==> src/shared/rtcsc_defs.svh <==
// Behaviour
// - commit-request write 1 loads counters after delay
// - commit request clears itself after the load
// - snapshot-request write 1 copies counters to buffers
// - snapshot request clears itself after the copy
// - commit-done flag set on actual load
// - snapshot-done flag set on actual copy
// - clear-on-read set: status read clears flags
// - clear-on-read clear: write 0 clears flags
// - seconds-halt stops seconds counter and chain
// - window field decodes 0.5s to 2.0s
// - power-loss detection only while bit7 set
// - binary seconds 0 to 59, bit7 reserved
// - decimal mode: tens 0-5, units 0-9
// - seconds writes go only to write buffer
// - seconds reads change only on snapshot
// - decimal-coding select chooses binary or decimal
`ifndef RTCSC_DEFS_SVH
`define RTCSC_DEFS_SVH

`define RTCSC_ADDR_CTRL 8'h04
`define RTCSC_ADDR_STAT 8'h05
`define RTCSC_ADDR_PLOSS 8'h06
`define RTCSC_ADDR_SEC 8'h07

`define RTCSC_RST_CTRL 8'h0a
`define RTCSC_RST_STAT 8'h00
`define RTCSC_RST_PLOSS 8'h00
`define RTCSC_RST_SEC 8'h00

`define RTCSC_CTRL_COMMIT 0
`define RTCSC_CTRL_CLEAR_FLAGS_ON_READ 1
`define RTCSC_CTRL_FREEZE 2
`define RTCSC_CTRL_RSVD1 3
`define RTCSC_CTRL_SNAP 4
`define RTCSC_STAT_COMMIT_DONE 0
`define RTCSC_STAT_SNAP_DONE 1
`define RTCSC_PLOSS_WIN_LO 2
`define RTCSC_PLOSS_WIN_HI 3
`define RTCSC_PLOSS_EN 7
`define RTCSC_SEC_MSB 6

`define RTCSC_SEC_MAX_BIN 7'h3b
`define RTCSC_BCD_UNIT_MAX 4'h9
`define RTCSC_BCD_TENS_MAX 3'h5

`define RTCSC_XFER_TIME_NS 15000000
`define RTCSC_CLK_PERIOD_NS 5
`define RTCSC_WIN_STEP_MS 12'h1f4

`endif

==> src/shared/rtcsc_pkg.sv <==
package rtcsc_pkg;
   typedef logic [7:0] rtcsc_byte_t;
   typedef logic [6:0] rtcsc_sec_t;
   typedef enum logic {XFER_IDLE, XFER_WAIT} rtcsc_xfer_e;
endpackage

==> src/rtl/rtcsc_sec_counter.sv <==
`timescale 1ns/1ps
`default_nettype none
`include "rtcsc_defs.svh"
module rtcsc_sec_counter
(
   input wire logic clk, // block clock
   input wire logic rst_b, // synchronised reset, active low
   input wire logic tick, // one-second pulse
   input wire logic halt, // stop counting
   input wire logic bcd, // decimal coding select
   input wire logic load, // load pulse from commit
   input wire rtcsc_pkg::rtcsc_sec_t load_val, // committed seconds value
   output rtcsc_pkg::rtcsc_sec_t count_q, // running seconds
   output logic wrap_q // carry to minutes
);
   rtcsc_pkg::rtcsc_sec_t next_val;
   logic next_wrap;

   always_comb
   begin
      next_val = count_q + 7'h01;
      next_wrap = 1'b0;
      if (bcd)
      begin
         if (count_q[3:0] == `RTCSC_BCD_UNIT_MAX)
         begin
            if (count_q[6:4] == `RTCSC_BCD_TENS_MAX)
            begin
               next_val = 7'h00;
               next_wrap = 1'b1;
            end
            else
            begin
               next_val = {count_q[6:4] + 3'h1, 4'h0};
            end
         end
      end
      else if (count_q == `RTCSC_SEC_MAX_BIN)
      begin
         next_val = 7'h00;
         next_wrap = 1'b1;
      end
   end

   always_ff @(posedge clk or negedge rst_b)
   begin
      if (!rst_b)
      begin
         count_q <= 7'h00;
         wrap_q <= 1'b0;
      end
      else if (load)
      begin
         count_q <= load_val;
         wrap_q <= 1'b0;
      end
      else if (tick && !halt)
      begin
         count_q <= next_val;
         wrap_q <= next_wrap;
      end
      else
      begin
         wrap_q <= 1'b0;
      end
   end
endmodule
`default_nettype wire

==> src/rtl/rtcsc_update_ctrl.sv <==
`timescale 1ns/1ps
`default_nettype none
`include "rtcsc_defs.svh"
module rtcsc_update_ctrl
#(
   parameter int unsigned XFER_CYCLES = `RTCSC_XFER_TIME_NS / `RTCSC_CLK_PERIOD_NS,
   parameter int unsigned CNT_W = 22
)
(
   input wire logic clk, // 200 MHz block clock
   input wire logic rst_b, // rtc undervoltage reset, active low
   input wire logic [7:0] reg_addr, // register address
   input wire logic reg_wr, // write strobe
   input wire logic reg_rd, // read strobe
   input wire rtcsc_pkg::rtcsc_byte_t reg_wdata, // write data
   output rtcsc_pkg::rtcsc_byte_t reg_rdata_q, // read data
   output logic reg_rvalid_q, // read data valid
   input wire logic sec_tick, // one-second pulse, same clock
   input wire logic bcd_mode, // decimal coding select
   output rtcsc_pkg::rtcsc_sec_t sec_count_q, // running seconds
   output logic sec_wrap_q, // minute carry pulse
   output logic freeze_sec_q, // seconds halted
   output logic power_loss_detect_en_q, // detection enabled
   output logic [11:0] power_loss_window_ms_q // decoded window in ms
);
   localparam logic [CNT_W-1:0] XFER_LAST = CNT_W'(XFER_CYCLES - 1);
   // reset images, so reset fields are picked by bit position at full width
   localparam rtcsc_pkg::rtcsc_byte_t CTRL_RST = `RTCSC_RST_CTRL;
   localparam rtcsc_pkg::rtcsc_byte_t PLOSS_RST = `RTCSC_RST_PLOSS;
   localparam rtcsc_pkg::rtcsc_byte_t SEC_RST = `RTCSC_RST_SEC;

   logic rst_meta_q;
   logic rst_sync_q;
   logic clear_flags_on_read_q;
   logic [1:0] req_q;
   logic [1:0] done_q;
   logic [1:0] start;
   logic [1:0] finish;
   logic [1:0] done_clr;
   logic [1:0] power_loss_window_sel_q;
   rtcsc_pkg::rtcsc_sec_t sec_wbuf_q;
   rtcsc_pkg::rtcsc_sec_t sec_rbuf_q;
   rtcsc_pkg::rtcsc_byte_t rd_mux;
   logic wr_ctrl;
   logic wr_stat;
   logic wr_ploss;
   logic wr_sec;
   logic rd_stat;

   // reset release through two flops
   always_ff @(posedge clk or negedge rst_b)
   begin
      if (!rst_b)
      begin
         rst_meta_q <= 1'b0;
         rst_sync_q <= 1'b0;
      end
      else
      begin
         rst_meta_q <= 1'b1;
         rst_sync_q <= rst_meta_q;
      end
   end

   assign wr_ctrl = reg_wr && (reg_addr == `RTCSC_ADDR_CTRL);
   assign wr_stat = reg_wr && (reg_addr == `RTCSC_ADDR_STAT);
   assign wr_ploss = reg_wr && (reg_addr == `RTCSC_ADDR_PLOSS);
   assign wr_sec = reg_wr && (reg_addr == `RTCSC_ADDR_SEC);
   assign rd_stat = reg_rd && (reg_addr == `RTCSC_ADDR_STAT);

   assign start[0] = wr_ctrl && reg_wdata[`RTCSC_CTRL_COMMIT];
   assign start[1] = wr_ctrl && reg_wdata[`RTCSC_CTRL_SNAP];

   // done flags: clear on status read, or by writing 0 when read-clear is off
   assign done_clr[0] = (clear_flags_on_read_q && rd_stat)
      || (!clear_flags_on_read_q && wr_stat && !reg_wdata[`RTCSC_STAT_COMMIT_DONE]);
   assign done_clr[1] = (clear_flags_on_read_q && rd_stat)
      || (!clear_flags_on_read_q && wr_stat && !reg_wdata[`RTCSC_STAT_SNAP_DONE]);

   // one transfer engine per direction: 0 commit, 1 snapshot
   for (genvar ch = 0; ch < 2; ch++)
   begin : g_xfer
      rtcsc_pkg::rtcsc_xfer_e st_q;
      logic [CNT_W-1:0] cnt_q;

      assign finish[ch] = (st_q == rtcsc_pkg::XFER_WAIT) && (cnt_q == XFER_LAST);

      always_ff @(posedge clk or negedge rst_sync_q)
      begin
         if (!rst_sync_q)
         begin
            st_q <= rtcsc_pkg::XFER_IDLE;
            cnt_q <= '0;
            req_q[ch] <= 1'b0;
         end
         else
         begin
            case (st_q)
               rtcsc_pkg::XFER_IDLE:
               begin
                  cnt_q <= '0;
                  if (start[ch])
                  begin
                     st_q <= rtcsc_pkg::XFER_WAIT;
                     req_q[ch] <= 1'b1;
                  end
               end
               rtcsc_pkg::XFER_WAIT:
               begin
                  if (cnt_q == XFER_LAST)
                  begin
                     st_q <= rtcsc_pkg::XFER_IDLE;
                     cnt_q <= '0;
                     req_q[ch] <= 1'b0;
                  end
                  else
                  begin
                     cnt_q <= cnt_q + 1'b1;
                  end
               end
               default:
               begin
                  st_q <= rtcsc_pkg::XFER_IDLE;
                  cnt_q <= '0;
                  req_q[ch] <= 1'b0;
               end
            endcase
         end
      end

      // set wins over a clear in the same cycle
      always_ff @(posedge clk or negedge rst_sync_q)
      begin
         if (!rst_sync_q)
         begin
            done_q[ch] <= 1'b0;
         end
         else
         begin
            done_q[ch] <= finish[ch] || (done_q[ch] && !done_clr[ch]);
         end
      end
   end

   // control register fields
   always_ff @(posedge clk or negedge rst_sync_q)
   begin
      if (!rst_sync_q)
      begin
         clear_flags_on_read_q <= CTRL_RST[`RTCSC_CTRL_CLEAR_FLAGS_ON_READ];
         freeze_sec_q <= CTRL_RST[`RTCSC_CTRL_FREEZE];
      end
      else if (wr_ctrl)
      begin
         clear_flags_on_read_q <= reg_wdata[`RTCSC_CTRL_CLEAR_FLAGS_ON_READ];
         freeze_sec_q <= reg_wdata[`RTCSC_CTRL_FREEZE];
      end
   end

   // power-loss configuration and decoded window
   always_ff @(posedge clk or negedge rst_sync_q)
   begin
      if (!rst_sync_q)
      begin
         power_loss_window_sel_q <= PLOSS_RST[`RTCSC_PLOSS_WIN_HI:`RTCSC_PLOSS_WIN_LO];
         power_loss_detect_en_q <= PLOSS_RST[`RTCSC_PLOSS_EN];
         power_loss_window_ms_q <= `RTCSC_WIN_STEP_MS;
      end
      else
      begin
         if (wr_ploss)
         begin
            power_loss_window_sel_q <= reg_wdata[`RTCSC_PLOSS_WIN_HI:`RTCSC_PLOSS_WIN_LO];
            power_loss_detect_en_q <= reg_wdata[`RTCSC_PLOSS_EN];
         end
         power_loss_window_ms_q <= 12'({2'h0, power_loss_window_sel_q} + 4'h1) * `RTCSC_WIN_STEP_MS;
      end
   end

   // seconds write buffer and read buffer
   always_ff @(posedge clk or negedge rst_sync_q)
   begin
      if (!rst_sync_q)
      begin
         sec_wbuf_q <= SEC_RST[`RTCSC_SEC_MSB:0];
         sec_rbuf_q <= SEC_RST[`RTCSC_SEC_MSB:0];
      end
      else
      begin
         if (wr_sec)
         begin
            sec_wbuf_q <= reg_wdata[`RTCSC_SEC_MSB:0];
         end
         if (finish[1])
         begin
            sec_rbuf_q <= sec_count_q;
         end
      end
   end

   rtcsc_sec_counter u_sec
   (
      .clk(clk),
      .rst_b(rst_sync_q),
      .tick(sec_tick),
      .halt(freeze_sec_q),
      .bcd(bcd_mode),
      .load(finish[0]),
      .load_val(sec_wbuf_q),
      .count_q(sec_count_q),
      .wrap_q(sec_wrap_q)
   );

   // read data multiplexer; reserved bits read as reset default
   always_comb
   begin
      rd_mux = 8'h00;
      case (reg_addr)
         `RTCSC_ADDR_CTRL:
         begin
            rd_mux[`RTCSC_CTRL_COMMIT] = req_q[0];
            rd_mux[`RTCSC_CTRL_CLEAR_FLAGS_ON_READ] = clear_flags_on_read_q;
            rd_mux[`RTCSC_CTRL_FREEZE] = freeze_sec_q;
            rd_mux[`RTCSC_CTRL_RSVD1] = CTRL_RST[`RTCSC_CTRL_RSVD1];
            rd_mux[`RTCSC_CTRL_SNAP] = req_q[1];
         end
         `RTCSC_ADDR_STAT:
         begin
            rd_mux[`RTCSC_STAT_COMMIT_DONE] = done_q[0];
            rd_mux[`RTCSC_STAT_SNAP_DONE] = done_q[1];
         end
         `RTCSC_ADDR_PLOSS:
         begin
            rd_mux[`RTCSC_PLOSS_WIN_HI:`RTCSC_PLOSS_WIN_LO] = power_loss_window_sel_q;
            rd_mux[`RTCSC_PLOSS_EN] = power_loss_detect_en_q;
         end
         `RTCSC_ADDR_SEC:
         begin
            rd_mux[`RTCSC_SEC_MSB:0] = sec_rbuf_q;
         end
         default:
         begin
            rd_mux = 8'h00;
         end
      endcase
   end

   always_ff @(posedge clk or negedge rst_sync_q)
   begin
      if (!rst_sync_q)
      begin
         reg_rdata_q <= 8'h00;
         reg_rvalid_q <= 1'b0;
      end
      else
      begin
         reg_rvalid_q <= reg_rd;
         if (reg_rd)
         begin
            reg_rdata_q <= rd_mux;
         end
      end
   end
endmodule
`default_nettype wire

==> config.mk <==
export PLATFORM = sky130hd
export DESIGN_NAME = rtcsc_update_ctrl
export DESIGN_NICKNAME = d
export VERILOG_FILES = /design/src/shared/rtcsc_pkg.sv /design/src/rtl/rtcsc_sec_counter.sv /design/src/rtl/rtcsc_update_ctrl.sv
export VERILOG_INCLUDE_DIRS = /design/src /design/src/shared
export SDC_FILE = /design/constraint.sdc
export NUM_CORES = 1
export LEC_CHECK = 0
export BUFFER_PORTS_ARGS = -buffer_cell sky130_fd_sc_hd__buf_2
export CORE_MARGIN = 2
export CORE_UTILIZATION = 53
export CTS_BUF_LIST = sky130_fd_sc_hd__clkbuf_8
export CTS_CLUSTER_DIAMETER = 120
export CTS_CLUSTER_SIZE = 8
export DETAILED_ROUTE_END_ITERATION = 6
export PLACE_DENSITY = 0.73
export SKIP_LAST_GASP = 1
export SLEW_MARGIN = 40
export SYNTH_ARGS = -nofsm -noshare
export SYNTH_HDL_FRONTEND = slang
export SYNTH_SLANG_ARGS = --single-unit
==> constraint.sdc <==
create_clock -name clk -period 8.4 [get_ports clk]
set_clock_uncertainty 0.05 [all_clocks]
set_input_delay 2.52 -clock clk [delete_from_list [all_inputs] [get_ports clk]]
set_output_delay 2.52 -clock clk [all_outputs]
set_load 0.02 [all_outputs]
==> run_results.csv, run 1 <==
group,metric,value,unit
place,dp_cells,606,
synthesis,synth-edff-count,0,
clocking,hold_buffers,0,
clocking,clockBufferDepth,2,
synthesis,synth_top_area_cell,"dfrtp_1",
clocking,clock_sinks,98,
setup_path,critical_path_class,"in -> reg",
detailed_routing,viasPerCell,5.50,
power_and_ir_drop,cellPowerDensity,185,nW/µm²
clocking,htreeDepth,3,
power_and_ir_drop,p_int,0.673,mW
place,port_buffers,50,
die,core,8680,µm²
sta,slew_violations,0,
setup_path,start_kind,"input pin",
synthesis,yosysUniqueCellTypes,50,
setup_path,end_kind,"flip-flop",
detailed_routing,route.detailed.drc,0,
grt,grt_pass1_vias,3370,
setup_path,critical-path-max-stage-delay,0.76,ns
synthesis,netlist_top_cells_area,"dfrtp_1 48%, nor2_1 5.1%, mux2_2 5.0%, xnor2_1 4.1%, dfstp_2 3.9%",
place,hpwl,6600,µm
setup_path,path_buf_inv,1,
sta,hold_viol,0,
final_layout,fin_nets,546,
setup_path,worst_ep_arrival_time,4.29,ns
detailed_routing,drt_iter0_drc,101,
clocking,cts.reportedPaths.clkPinSlew,0.10,ns
power_and_ir_drop,power_switching,0.299,mW
clocking,worstSkewPairLatency,0.36,ns
synthesis,ys_ff_latch,98,
grt,grt_pass1_wl,15400,µm
synthesis,seq_area_frac_synth,52.1,%
synthesis,yosysTopAreaCellShare,48.3,%
clocking,cts_tree,"built",
power_and_ir_drop,netSwitchingFraction,30.8,%
final_layout,final_layout_size_suffix_gt1_share,20.6,%
sta,fmax,245,MHz
setup_path,cp.required,8.60,ns
power_and_ir_drop,leakage,2.32,nW
sta,worstMarginPinSlew,0.825,ns
setup_path,reg2reg_slack,6.03,ns
place,place_area,5060,µm²
detailed_routing,vias,3423,
grt,grt_overflow,0,
synthesis,synthFlopType,"dfrtp_1",
sta,setup_viol,0,
sta,fin_ws,4.31,ns
setup_path,critical_path.top_delay_family,"simple AND/OR/NAND/NOR gates",
grt,antenna_found_initial,0,
die,dieArea,9680,µm²
detailed_routing,wl_per_cell,14.6,µm
clocking,clock-root-buffer,"clkbuf_8",
grt,track_usage,19.8,%
sta,min_period_over_period,48.7,%
final_layout,n_fill_cell,722,
detailed_routing,postRouteAntennaNets,0,
final_layout,multi_input_area,2120,µm²
sta,relSlewSlack,44.2,%
synthesis,synth_area,4720,µm²
synthesis,avgSynthCellArea,10.2,µm²
final_layout,syn_to_final_growth,11.4,%
flow_run,drv_cap,0,
place,dpl_worst_slack,3.97,ns
outcome,status,"completed",
die,die_x,98.4,µm
final_layout,regArea,2460,µm²
synthesis,syn_inst,462,
power_and_ir_drop,ir_drop,90.4,µV
sta,fin_crit,4.09,ns
clocking,cts_resized,0,
grt,grt_max_degree,71,
setup_path,critical_path.max_fanout,4,
clocking,cts_setup_buffers,0,
power_and_ir_drop,p_clk_share,29.5,%
setup_path,critical_path.slowest_cell,"nor4b_1",
final_layout,final_cells,622,
sta,rsz0062_at_grt,"no",
synthesis,yosysWarnings,0,
clocking,numCtsBuffers,9,
die,num_rows,34,
sta,fin_setup_tns,0,ns
min_path,worstHoldPathType,"reg -> async",
final_layout,antenna_cells,0,
die,start_util,54.4,%
detailed_routing,wl,9100,µm
place,gp_congestion,0.851,
power_and_ir_drop,p_comb_share,15.4,%
setup_path,path_cells,"buf_2 -> nor4_1 -> nand3b_1 -> nor4b_1 -> mux2_2",
power_and_ir_drop,power_frac_seq,55.1,%
final_layout,postLayoutCellArea,5260,µm²
die,die_y,98.4,µm
detailed_routing,first_pass_iters,6,
die,ios,53,
synthesis,synth-async-reset-ratio,100,%
## per-stage QoR
step | hold WS (ns) | utilization (%) | power, mW
after floorplan | 0.281 | - | 0.640
after global placement | 0.188 | 58.2 | 0.690
after detailed placement | 0.196 | 58.4 | 0.694
after CTS | 0.206 | 60.5 | 0.981
after global routing | 0.233 | 60.6 | 1.02
final | 0.189 | 60.6 | 0.972
## layer usage
| metal | track usage (%) | wire (µm) | up-vias | share of wire [%] |
|---|---|---|---|---|
| met5 | 0 | 0 | - | 0 |
| met3 | 3.22 | 386 | 15 | 4.2 |
| met4 | 7.38 | 172 | 0 | 1.9 |
| met1 | 24.9 | 3990 | 1647 | 44 |
| li1 | - | - | 1672 | - |
| met2 | 34.3 | 4550 | 89 | 50 |
## worst paths after layout
path,end,start,cells after the start
max in group asynchronous,rst_sync_q,rst_b,1
worst min register to register,power_loss_window_ms_q[9],rst_sync_q,0
worst min-delay path,power_loss_window_ms_q[9],rst_sync_q,0
worst max register to register,u_sec.count_q[3],g_xfer[0].cnt_q[11],4
min in group clk,rst_sync_q,rst_meta_q,0
worst max-delay path,freeze_sec_q,reg_addr[5],5
## power by group through the flow
stage	clock (mW)	combinational [mW]	sequential (mW)
after floorplan	0	0.0859	0.554
after global placement	0	0.145	0.544
after detailed placement	0	0.149	0.545
after CTS	0.295	0.151	0.536
after global routing	0.313	0.166	0.540
final	0.286	0.150	0.536
## synthesized netlist by cell type (all sizes together), types with 3 or more instances
| cell | number |
|---|---|
| a21oi | 17 |
| nor4 | 6 |
| and4 | 3 |
| o22ai | 5 |
| ha | 13 |
| xor2 | 21 |
| nand2 | 38 |
| dfstp | 7 |
| nand2b | 4 |
| o31ai | 5 |
| clkbuf | 11 |
| nor3 | 16 |
| xnor2 | 22 |
| buf | 6 |
| inv | 23 |
| o21ai | 8 |
| nand4 | 16 |
| nor2 | 64 |
| and3 | 6 |
| mux2 | 22 |
| and2 | 3 |
| dfrtp | 91 |
| nand3 | 23 |
## state kept, by name, summed over array words and instances, names as in the netlist
name / cells
power_loss_detect_en_q: 1
power_loss_window_ms_q: 10
done_q: 2
power_loss_window_sel_q: 2
clear_flags_on_read_q: 1
rst_meta_q: 1
reg_rdata_q: 8
sec_wbuf_q: 7
u_sec.count_q: 7
reg_rvalid_q: 1
g_xfer.cnt_q: 44
sec_rbuf_q: 7
req_q: 2
g_xfer.st_q: 2
u_sec.wrap_q: 1
rst_sync_q: 1
freeze_sec_q: 1
## cells in the final DEF, fill, tap and decap left out, drive strengths merged, types with 2 or more instances in the layout
cell and count:
o31ai 5, nor4 6, or3 2, and3 6
fa 2, clkinvlp 2, nor4b 2, clkbuf 10
a211oi 2, and2 3, nor2b 2, or4 2
nand3 23, nor2 64, xnor2 22, a21oi 17
xor2 21, nor3 16, dfstp 7, nand2 38
o22ai 5, o21ai 8, nand4 16, mux2 22
conb 3, nand3b 2, a22oi 2, ha 13
and4 3, nand4b 2, inv 26, nand2b 4
dfrtp 91, buf 52, a31oi 2, mux2i 2
## cell families (layout without fill, tap and decap cells)
| kind of cell | after synthesis | after routing | share of synthesized area [%] |
|---|---|---|---|
| AOI/OAI and AO/OA | 43 | 43 | 5.35 |
| xor gates and xnor gates | 43 | 43 | 7.98 |
| DFF | 98 | 98 | 52.1 |
| and+or+nand+nor | 197 | 197 | 20.7 |
| buffers and inverters | 40 | 91 | 3.58 |
| other | 2 | 3 | 0.159 |
| muxes | 24 | 24 | 5.75 |
| adders and majority gates | 15 | 15 | 4.29 |
## layout make-up
cell class	count	share of cell area, %
flip-flops and latches	98	46.9
repair buffers	52	5.12
clock buffers	10	2.62
well taps	108	2.57
multi-input cells	325	40.2
clock inverters	6	0.928
inverters	23	1.64
No activity file was read; power rests on OpenSTA's default activity.
==> run 2, diff against run 1 <==
Settings changed: ABC_AREA set to 1, PLACE_DENSITY 0.73 to 0.76.
Clock period 8.4 ns to 3.3 ns, I/O delays scaled along.
==> run 2 against run 1 <==
Net effect:
- critical endpoint is now power_loss_window_ms_q[9]
- largest cell class unchanged
- first-iteration DRC count rose to 3.3 times the previous value
- largest power group unchanged
- combinational power rose to 3.4 times the previous value
- clock power rose to 3.2 times the previous value
- utilization barely moved
- synthesized cell count rose by 47%
- critical path depth rose by 3
- cell area rose by 12%
- via count rose by 32%
- die area rose by 12%
- setup slack got worse by 3.2 ns
==> run_results.csv, run 2 <==
group,metric,value,unit
outcome,status,"completed",
die,num_rows,36,
setup_path,cp.required,3.57,ns
clocking,clockBufferDepth,2,
detailed_routing,first_pass_iters,6,
synthesis,synth_most_common_cell,"nand2_1",
place,place_area,5660,µm²
setup_path,end_kind,"flip-flop",
clocking,cts_tree,"built",
place,port_buffers,50,
synthesis,synth_area,5290,µm²
die,ios,53,
setup_path,critical_path.top_delay_family,"adder cells",
synthesis,netlist_top_cells_count,"176 x nand2_1, 104 x nor2_1, 91 x dfrtp_1",
grt,track_usage,22.5,%
setup_path,r2r-start,"power_loss_window_sel_q[0]",
detailed_routing,wl_per_cell,13.4,µm
synthesis,yosysTopAreaCellShare,43.1,%
detailed_routing,postRouteAntennaNets,0,
synthesis,synth-async-reset-ratio,100,%
final_layout,regArea,2460,µm²
final_layout,antenna_cells,0,
grt,grt_overflow,0,
die,die_x,104,µm
clocking,cts_resized,0,
setup_path,cp_num_cells,8,
synthesis,syn_inst,681,
final_layout,layout_commonest_cell,"nand2_1",
detailed_routing,route.detailed.drc,0,
place,hpwl,8630,µm
die,dieArea,10800,µm²
synthesis,synthAdderAreaFrac,3.83,%
final_layout,syn_to_final_growth,11.4,%
final_layout,postLayoutCellArea,5890,µm²
synthesis,synth_top_area_cell,"dfrtp_1",
grt,grt_pass1_wl,19900,µm
min_path,worstHoldPathType,"reg -> async",
synthesis,seq_area_frac_synth,46.5,%
synthesis,synth_top_family_by_area,"simple AND/OR/NAND/NOR gates",
setup_path,start_kind,"flip-flop",
synthesis,synth-edff-count,0,
synthesis,yosysUniqueCellTypes,36,
sta,fin_crit,2.24,ns
grt,grt_pass1_vias,4399,
detailed_routing,drt_iter0_drc,330,
sta,fmax,447,MHz
place,dp_cells,855,
synthesis,synthFlopType,"dfrtp_1",
die,core,9730,µm²
final_layout,multi_input_area,2430,µm²
final_layout,final_layout_size_suffix_gt1_share,13.6,%
setup_path,critical_path.slowest_cell,"dfrtp_1",
clocking,worstSkewPairLatency,0.38,ns
setup_path,critical_path_class,"reg -> reg",
setup_path,path_cells,"inv_1 -> ha_1 -> xnor2_1 -> ha_1 -> inv_1 -> fa_1 -> xnor2_1 -> xor2_1",
detailed_routing,wl_met1,5280,µm
final_layout,largest_register_ffs,44,
setup_path,critical-path-max-stage-delay,0.49,ns
sta,rsz0062_at_grt,"no",
place,gp_congestion,0.909,
flow_run,drv_cap,0,
sta,worstMarginPinSlew,0.515,ns
power_and_ir_drop,ir_drop,217,µV
synthesis,yosys-mux-area-fraction,0,%
sta,relSlewSlack,65.6,%
die,die_y,104,µm
sta,min_period_over_period,67.9,%
final_layout,final_cell_mix,"176 x nand2_1, 104 x nor2_1, 90 x dfrtp_1, 84 x inv_1, 52 x nand3_1",
synthesis,synth_compound_area_share,5.73,%
synthesis,avgSynthCellArea,7.77,µm²
clocking,cts_setup_buffers,0,
detailed_routing,vias,4526,
grt,grt_max_degree,39,
setup_path,worst_ep_arrival_time,2.51,ns
setup_path,reg2reg_to,"power_loss_window_ms_q[9]",
final_layout,fin_nets,770,
synthesis,netlist_top_cells_area,"dfrtp_1 43%, nand2_1 12%, nor2_1 7.4%, inv_1 6.0%, nand3_1 4.9%",
power_and_ir_drop,leakage,2.70,nW
clocking,numCtsBuffers,9,
detailed_routing,viasPerCell,5.20,
final_layout,reg.largest.list,"g_xfer.cnt_q: 44 flops, power_loss_window_ms_q: 10 flops, reg_rdata_q: 8 flops",
synthesis,synth_xor_area_share,2.65,%
setup_path,reg2reg_slack,1.06,ns
final_layout,n_fill_cell,853,
synthesis,yosysWarnings,0,
detailed_routing,wl,11700,µm
clocking,hold_buffers,0,
final_layout,regMostFlops,"g_xfer.cnt_q",
detailed_routing,top_layer,"met4",
die,start_util,54.4,%
clocking,htreeDepth,3,
sta,fin_setup_tns,0,ns
grt,antenna_found_initial,0,
final_layout,final_cells,871,
setup_path,critical_path.max_fanout,7,
setup_path,path_buf_inv,2,
sta,hold_viol,0,
power_and_ir_drop,p_total,2.83,mW
sta,slew_violations,0,
clocking,clock-root-buffer,"clkbuf_8",
sta,setup_viol,0,
detailed_routing,wl_met2,5400,µm
clocking,clock_sinks,98,
power_and_ir_drop,cellPowerDensity,480,nW/µm²
clocking,cts.reportedPaths.clkPinSlew,0.10,ns
synthesis,synth_simple_gate_area_share,33.6,%
synthesis,ys_ff_latch,98,
setup_path,reg2reg_depth,8,
detailed_routing,met3_length,632,µm
## run 2: logic make-up (layout without fill, tap and decap cells)
family	after synthesis	count (layout)
buffers and inverters	100	156
adders and majority gates	15	15
other	2	3
and+or+nand+nor	397	397
xor gates and xnor gates	16	16
AOI/OAI and AO/OA	53	53
DFF	98	98
## run 2: where the power goes
| part | internal (mW) | total, mW | leakage [nW] | switching (mW) |
|---|---|---|---|---|
| clock network | 0.457 | 0.911 | 0.118 | 0.454 |
| registers | 1.29 | 1.41 | 1.25 | 0.122 |
| logic | 0.185 | 0.510 | 1.33 | 0.325 |
## run 2: how the worst max path moves through the flow
stage                                endpoint                  startpoint
floorplan                           done_q[0]                  rst_sync_q
global placement                sec_wbuf_q[3]                 reg_addr[3]
detailed placement              sec_wbuf_q[3]                 reg_addr[3]
CTS                 power_loss_window_ms_q[9]  power_loss_window_sel_q[0]
global route        power_loss_window_ms_q[9]  power_loss_window_sel_q[0]
finish              power_loss_window_ms_q[9]  power_loss_window_sel_q[0]
## run 2: final cells by class
cell class | count | area share, %
inverters | 88 | 5.61
well taps | 133 | 2.82
clock buffers | 10 | 2.34
clock inverters | 6 | 1.61
repair buffers | 52 | 4.50
flip-flops and latches | 98 | 41.8
multi-input cells | 484 | 41.3
## run 2: routing by layer
layer | up-vias | GRT usage [%]
li1 | 2248 | -
met4 | 0 | 12.5
met1 | 2089 | 29.4
met5 | - | 0
met3 | 34 | 4.32
met2 | 155 | 35.3
## run 2: stage by stage
step	setup slack [ns]	utilization, %	hold slack [ns]
after detailed placement	0.824	58.2	0.268
after CTS	1.03	60.6	0.278
final	1.06	60.6	0.259
after global placement	0.938	58.2	0.264
after global routing	0.801	60.6	0.298
after floorplan	0.330	-	0.281
==> run 3, diff against run 2 <==
Settings changed: PLACE_DENSITY 0.76 to 0.73.
Clock period 3.3 ns to 2.2 ns, I/O delays scaled along.
==> run 3 against run 2 <==
Net effect:
- die area unchanged
- cell area rose by 1.5%
- setup slack worse by 0.88 ns
- global-route usage barely moved
- total power increased by 50%
- largest power group unchanged
- via count rose by 0.40%
- clock power is 47% higher
- non-clock buffer count grew 9
- utilization up 0.89 points
- cell count increased by 1.0%
- largest cell class unchanged
==> run_results.csv, run 3 (synthesized netlist as in run 2, its figures left out) <==
group,metric,value,unit
final_layout,postLayoutCellArea,5980,µm²
sta,slew_violations,0,
setup_path,worst_ep_arrival_time,2.24,ns
setup_path,start_kind,"flip-flop",
place,place_area,5730,µm²
die,core,9730,µm²
place,gp_congestion,0.919,
final_layout,antenna_cells,0,
clocking,cts.reportedPaths.clkPinSlew,0.10,ns
final_layout,final_layout_size_suffix_gt1_share,14.6,%
final_layout,regMostFlops,"g_xfer.cnt_q",
die,die_x,104,µm
setup_path,critical_path.top_delay_family,"adder cells",
sta,fin_ws,0.185,ns
flow_run,drv_cap,0,
place,dpl_worst_slack,0.130,ns
clocking,clock_sinks,98,
detailed_routing,wl_met2,5520,µm
clocking,worstSkewPairLatency,0.38,ns
detailed_routing,wl_met1,5420,µm
die,num_rows,36,
sta,fin_crit,2.01,ns
place,port_buffers,50,
power_and_ir_drop,ir_drop,393,µV
power_and_ir_drop,cellPowerDensity,709,nW/µm²
detailed_routing,vias,4544,
clocking,cts_tree,"built",
setup_path,critical_path_class,"reg -> reg",
detailed_routing,wl_per_cell,13.2,µm
sta,rsz0062_at_grt,"no",
grt,grt_pass1_wl,19800,µm
die,die_y,104,µm
grt,grt_max_degree,40,
setup_path,path_buf_inv,2,
final_layout,regArea,2460,µm²
final_layout,layout_commonest_cell,"nand2_1",
clocking,clockBufferDepth,2,
setup_path,end_kind,"flip-flop",
detailed_routing,drt_iter0_drc,260,
outcome,status,"completed",
detailed_routing,postRouteAntennaNets,0,
detailed_routing,first_pass_iters,5,
die,dieArea,10800,µm²
min_path,worstHoldPathType,"reg -> async",
setup_path,cp.required,2.42,ns
setup_path,critical-path-max-stage-delay,0.39,ns
grt,grt_pass1_vias,4307,
detailed_routing,top_layer,"met4",
sta,fmax,496,MHz
detailed_routing,wl,11600,µm
grt,grt_overflow,0,
final_layout,n_fill_cell,856,
power_and_ir_drop,leakage,2.75,nW
final_layout,reg.largest.list,"g_xfer.cnt_q: 44 flops, power_loss_window_ms_q: 10 flops, reg_rdata_q: 8 flops",
sta,relSlewSlack,66.5,%
final_layout,syn_to_final_growth,13.1,%
detailed_routing,viasPerCell,5.16,
sta,fin_setup_tns,0,ns
sta,hold_viol,0,
grt,track_usage,22.5,%
clocking,clock-root-buffer,"clkbuf_8",
final_layout,multi_input_area,2440,µm²
die,start_util,54.4,%
setup_path,critical_path.slowest_cell,"dfrtp_1",
grt,antenna_found_initial,0,
place,hpwl,8710,µm
final_layout,fin_nets,779,
sta,setup_viol,0,
final_layout,largest_register_ffs,44,
clocking,htreeDepth,3,
sta,min_period_over_period,91.6,%
sta,worstMarginPinSlew,0.503,ns
setup_path,critical_path.max_fanout,3,
setup_path,path_cells,"inv_1 -> ha_1 -> xnor2_1 -> ha_1 -> inv_1 -> fa_2 -> xnor2_2 -> xor2_1",
final_layout,final_cell_mix,"176 x nand2_1, 104 x nor2_1, 90 x dfrtp_1, 85 x inv_1, 52 x nand3_1",
detailed_routing,route.detailed.drc,0,
die,ios,53,
clocking,numCtsBuffers,9,
detailed_routing,met3_length,512,µm
run 3: cell count changes in the layout (fill, tap and decap cells not counted), sizes merged:
cell	previous run	this run
dlygate4sd3	0	1
buf	52	60
clkinvlp	0	1
clkinv	2	1
run 3: metal layers:
| layer | global-route usage (%) | up-vias |
|---|---|---|
| met1 | 30.7 | 2145 |
| met5 | 0 | - |
| li1 | - | 2272 |
| met4 | 7.14 | 0 |
| met3 | 3.70 | 11 |
| met2 | 37.0 | 116 |
run 3: final cells by class:
| cell class | count | share of cell area (%) |
|---|---|---|
| multi-input combinational | 484 | 40.9 |
| tap | 133 | 2.78 |
| inverter | 88 | 5.52 |
| timing repair buffer | 61 | 5.82 |
| clock inverter | 6 | 1.49 |
| sequential | 98 | 41.2 |
| clock buffer | 10 | 2.30 |
run 3: stage by stage:
step / total power [mW] / hold WS (ns) / utilization [%] / cells
finish: 4.24 / 0.251 / 61.5 / 880
floorplan: 2.64 / 0.281 / - / 682
CTS: 4.26 / 0.276 / 61.4 / 880
global route: 4.43 / 0.303 / 61.5 / 880
global placement: 2.90 / 0.273 / 58.9 / 863
detailed placement: 2.92 / 0.276 / 58.9 / 863
run 3: worst paths after layout:
kind                                             from                   endpoint  slack [ns]  cells past startpoint
max                        power_loss_window_sel_q[1]  power_loss_window_ms_q[9]        0.19                      8
min                                        rst_sync_q        g_xfer[0].cnt_q[19]        0.25                      0
max reg2reg                power_loss_window_sel_q[1]  power_loss_window_ms_q[9]        0.19                      8
min reg2reg                                rst_sync_q        g_xfer[0].cnt_q[19]        0.25                      0
max in group asynchronous                  rst_sync_q  power_loss_window_ms_q[8]        1.21                      1
min in group clk                           rst_meta_q                 rst_sync_q        0.31                      0
run 3: where the power goes:
group	switching, mW	internal (mW)	total [mW]
logic	0.500	0.295	0.795
clock network	0.664	0.676	1.34
registers	0.171	1.93	2.10
run 3: timing repair:
action / 4_1_cts / 5_1_grt
buffers inserted: 0 / 0
hold endpoints to repair: 2 / 0
setup endpoints to repair: 0 / 1
gates resized for setup: 0 / 2
hold buffers: 1 / 0
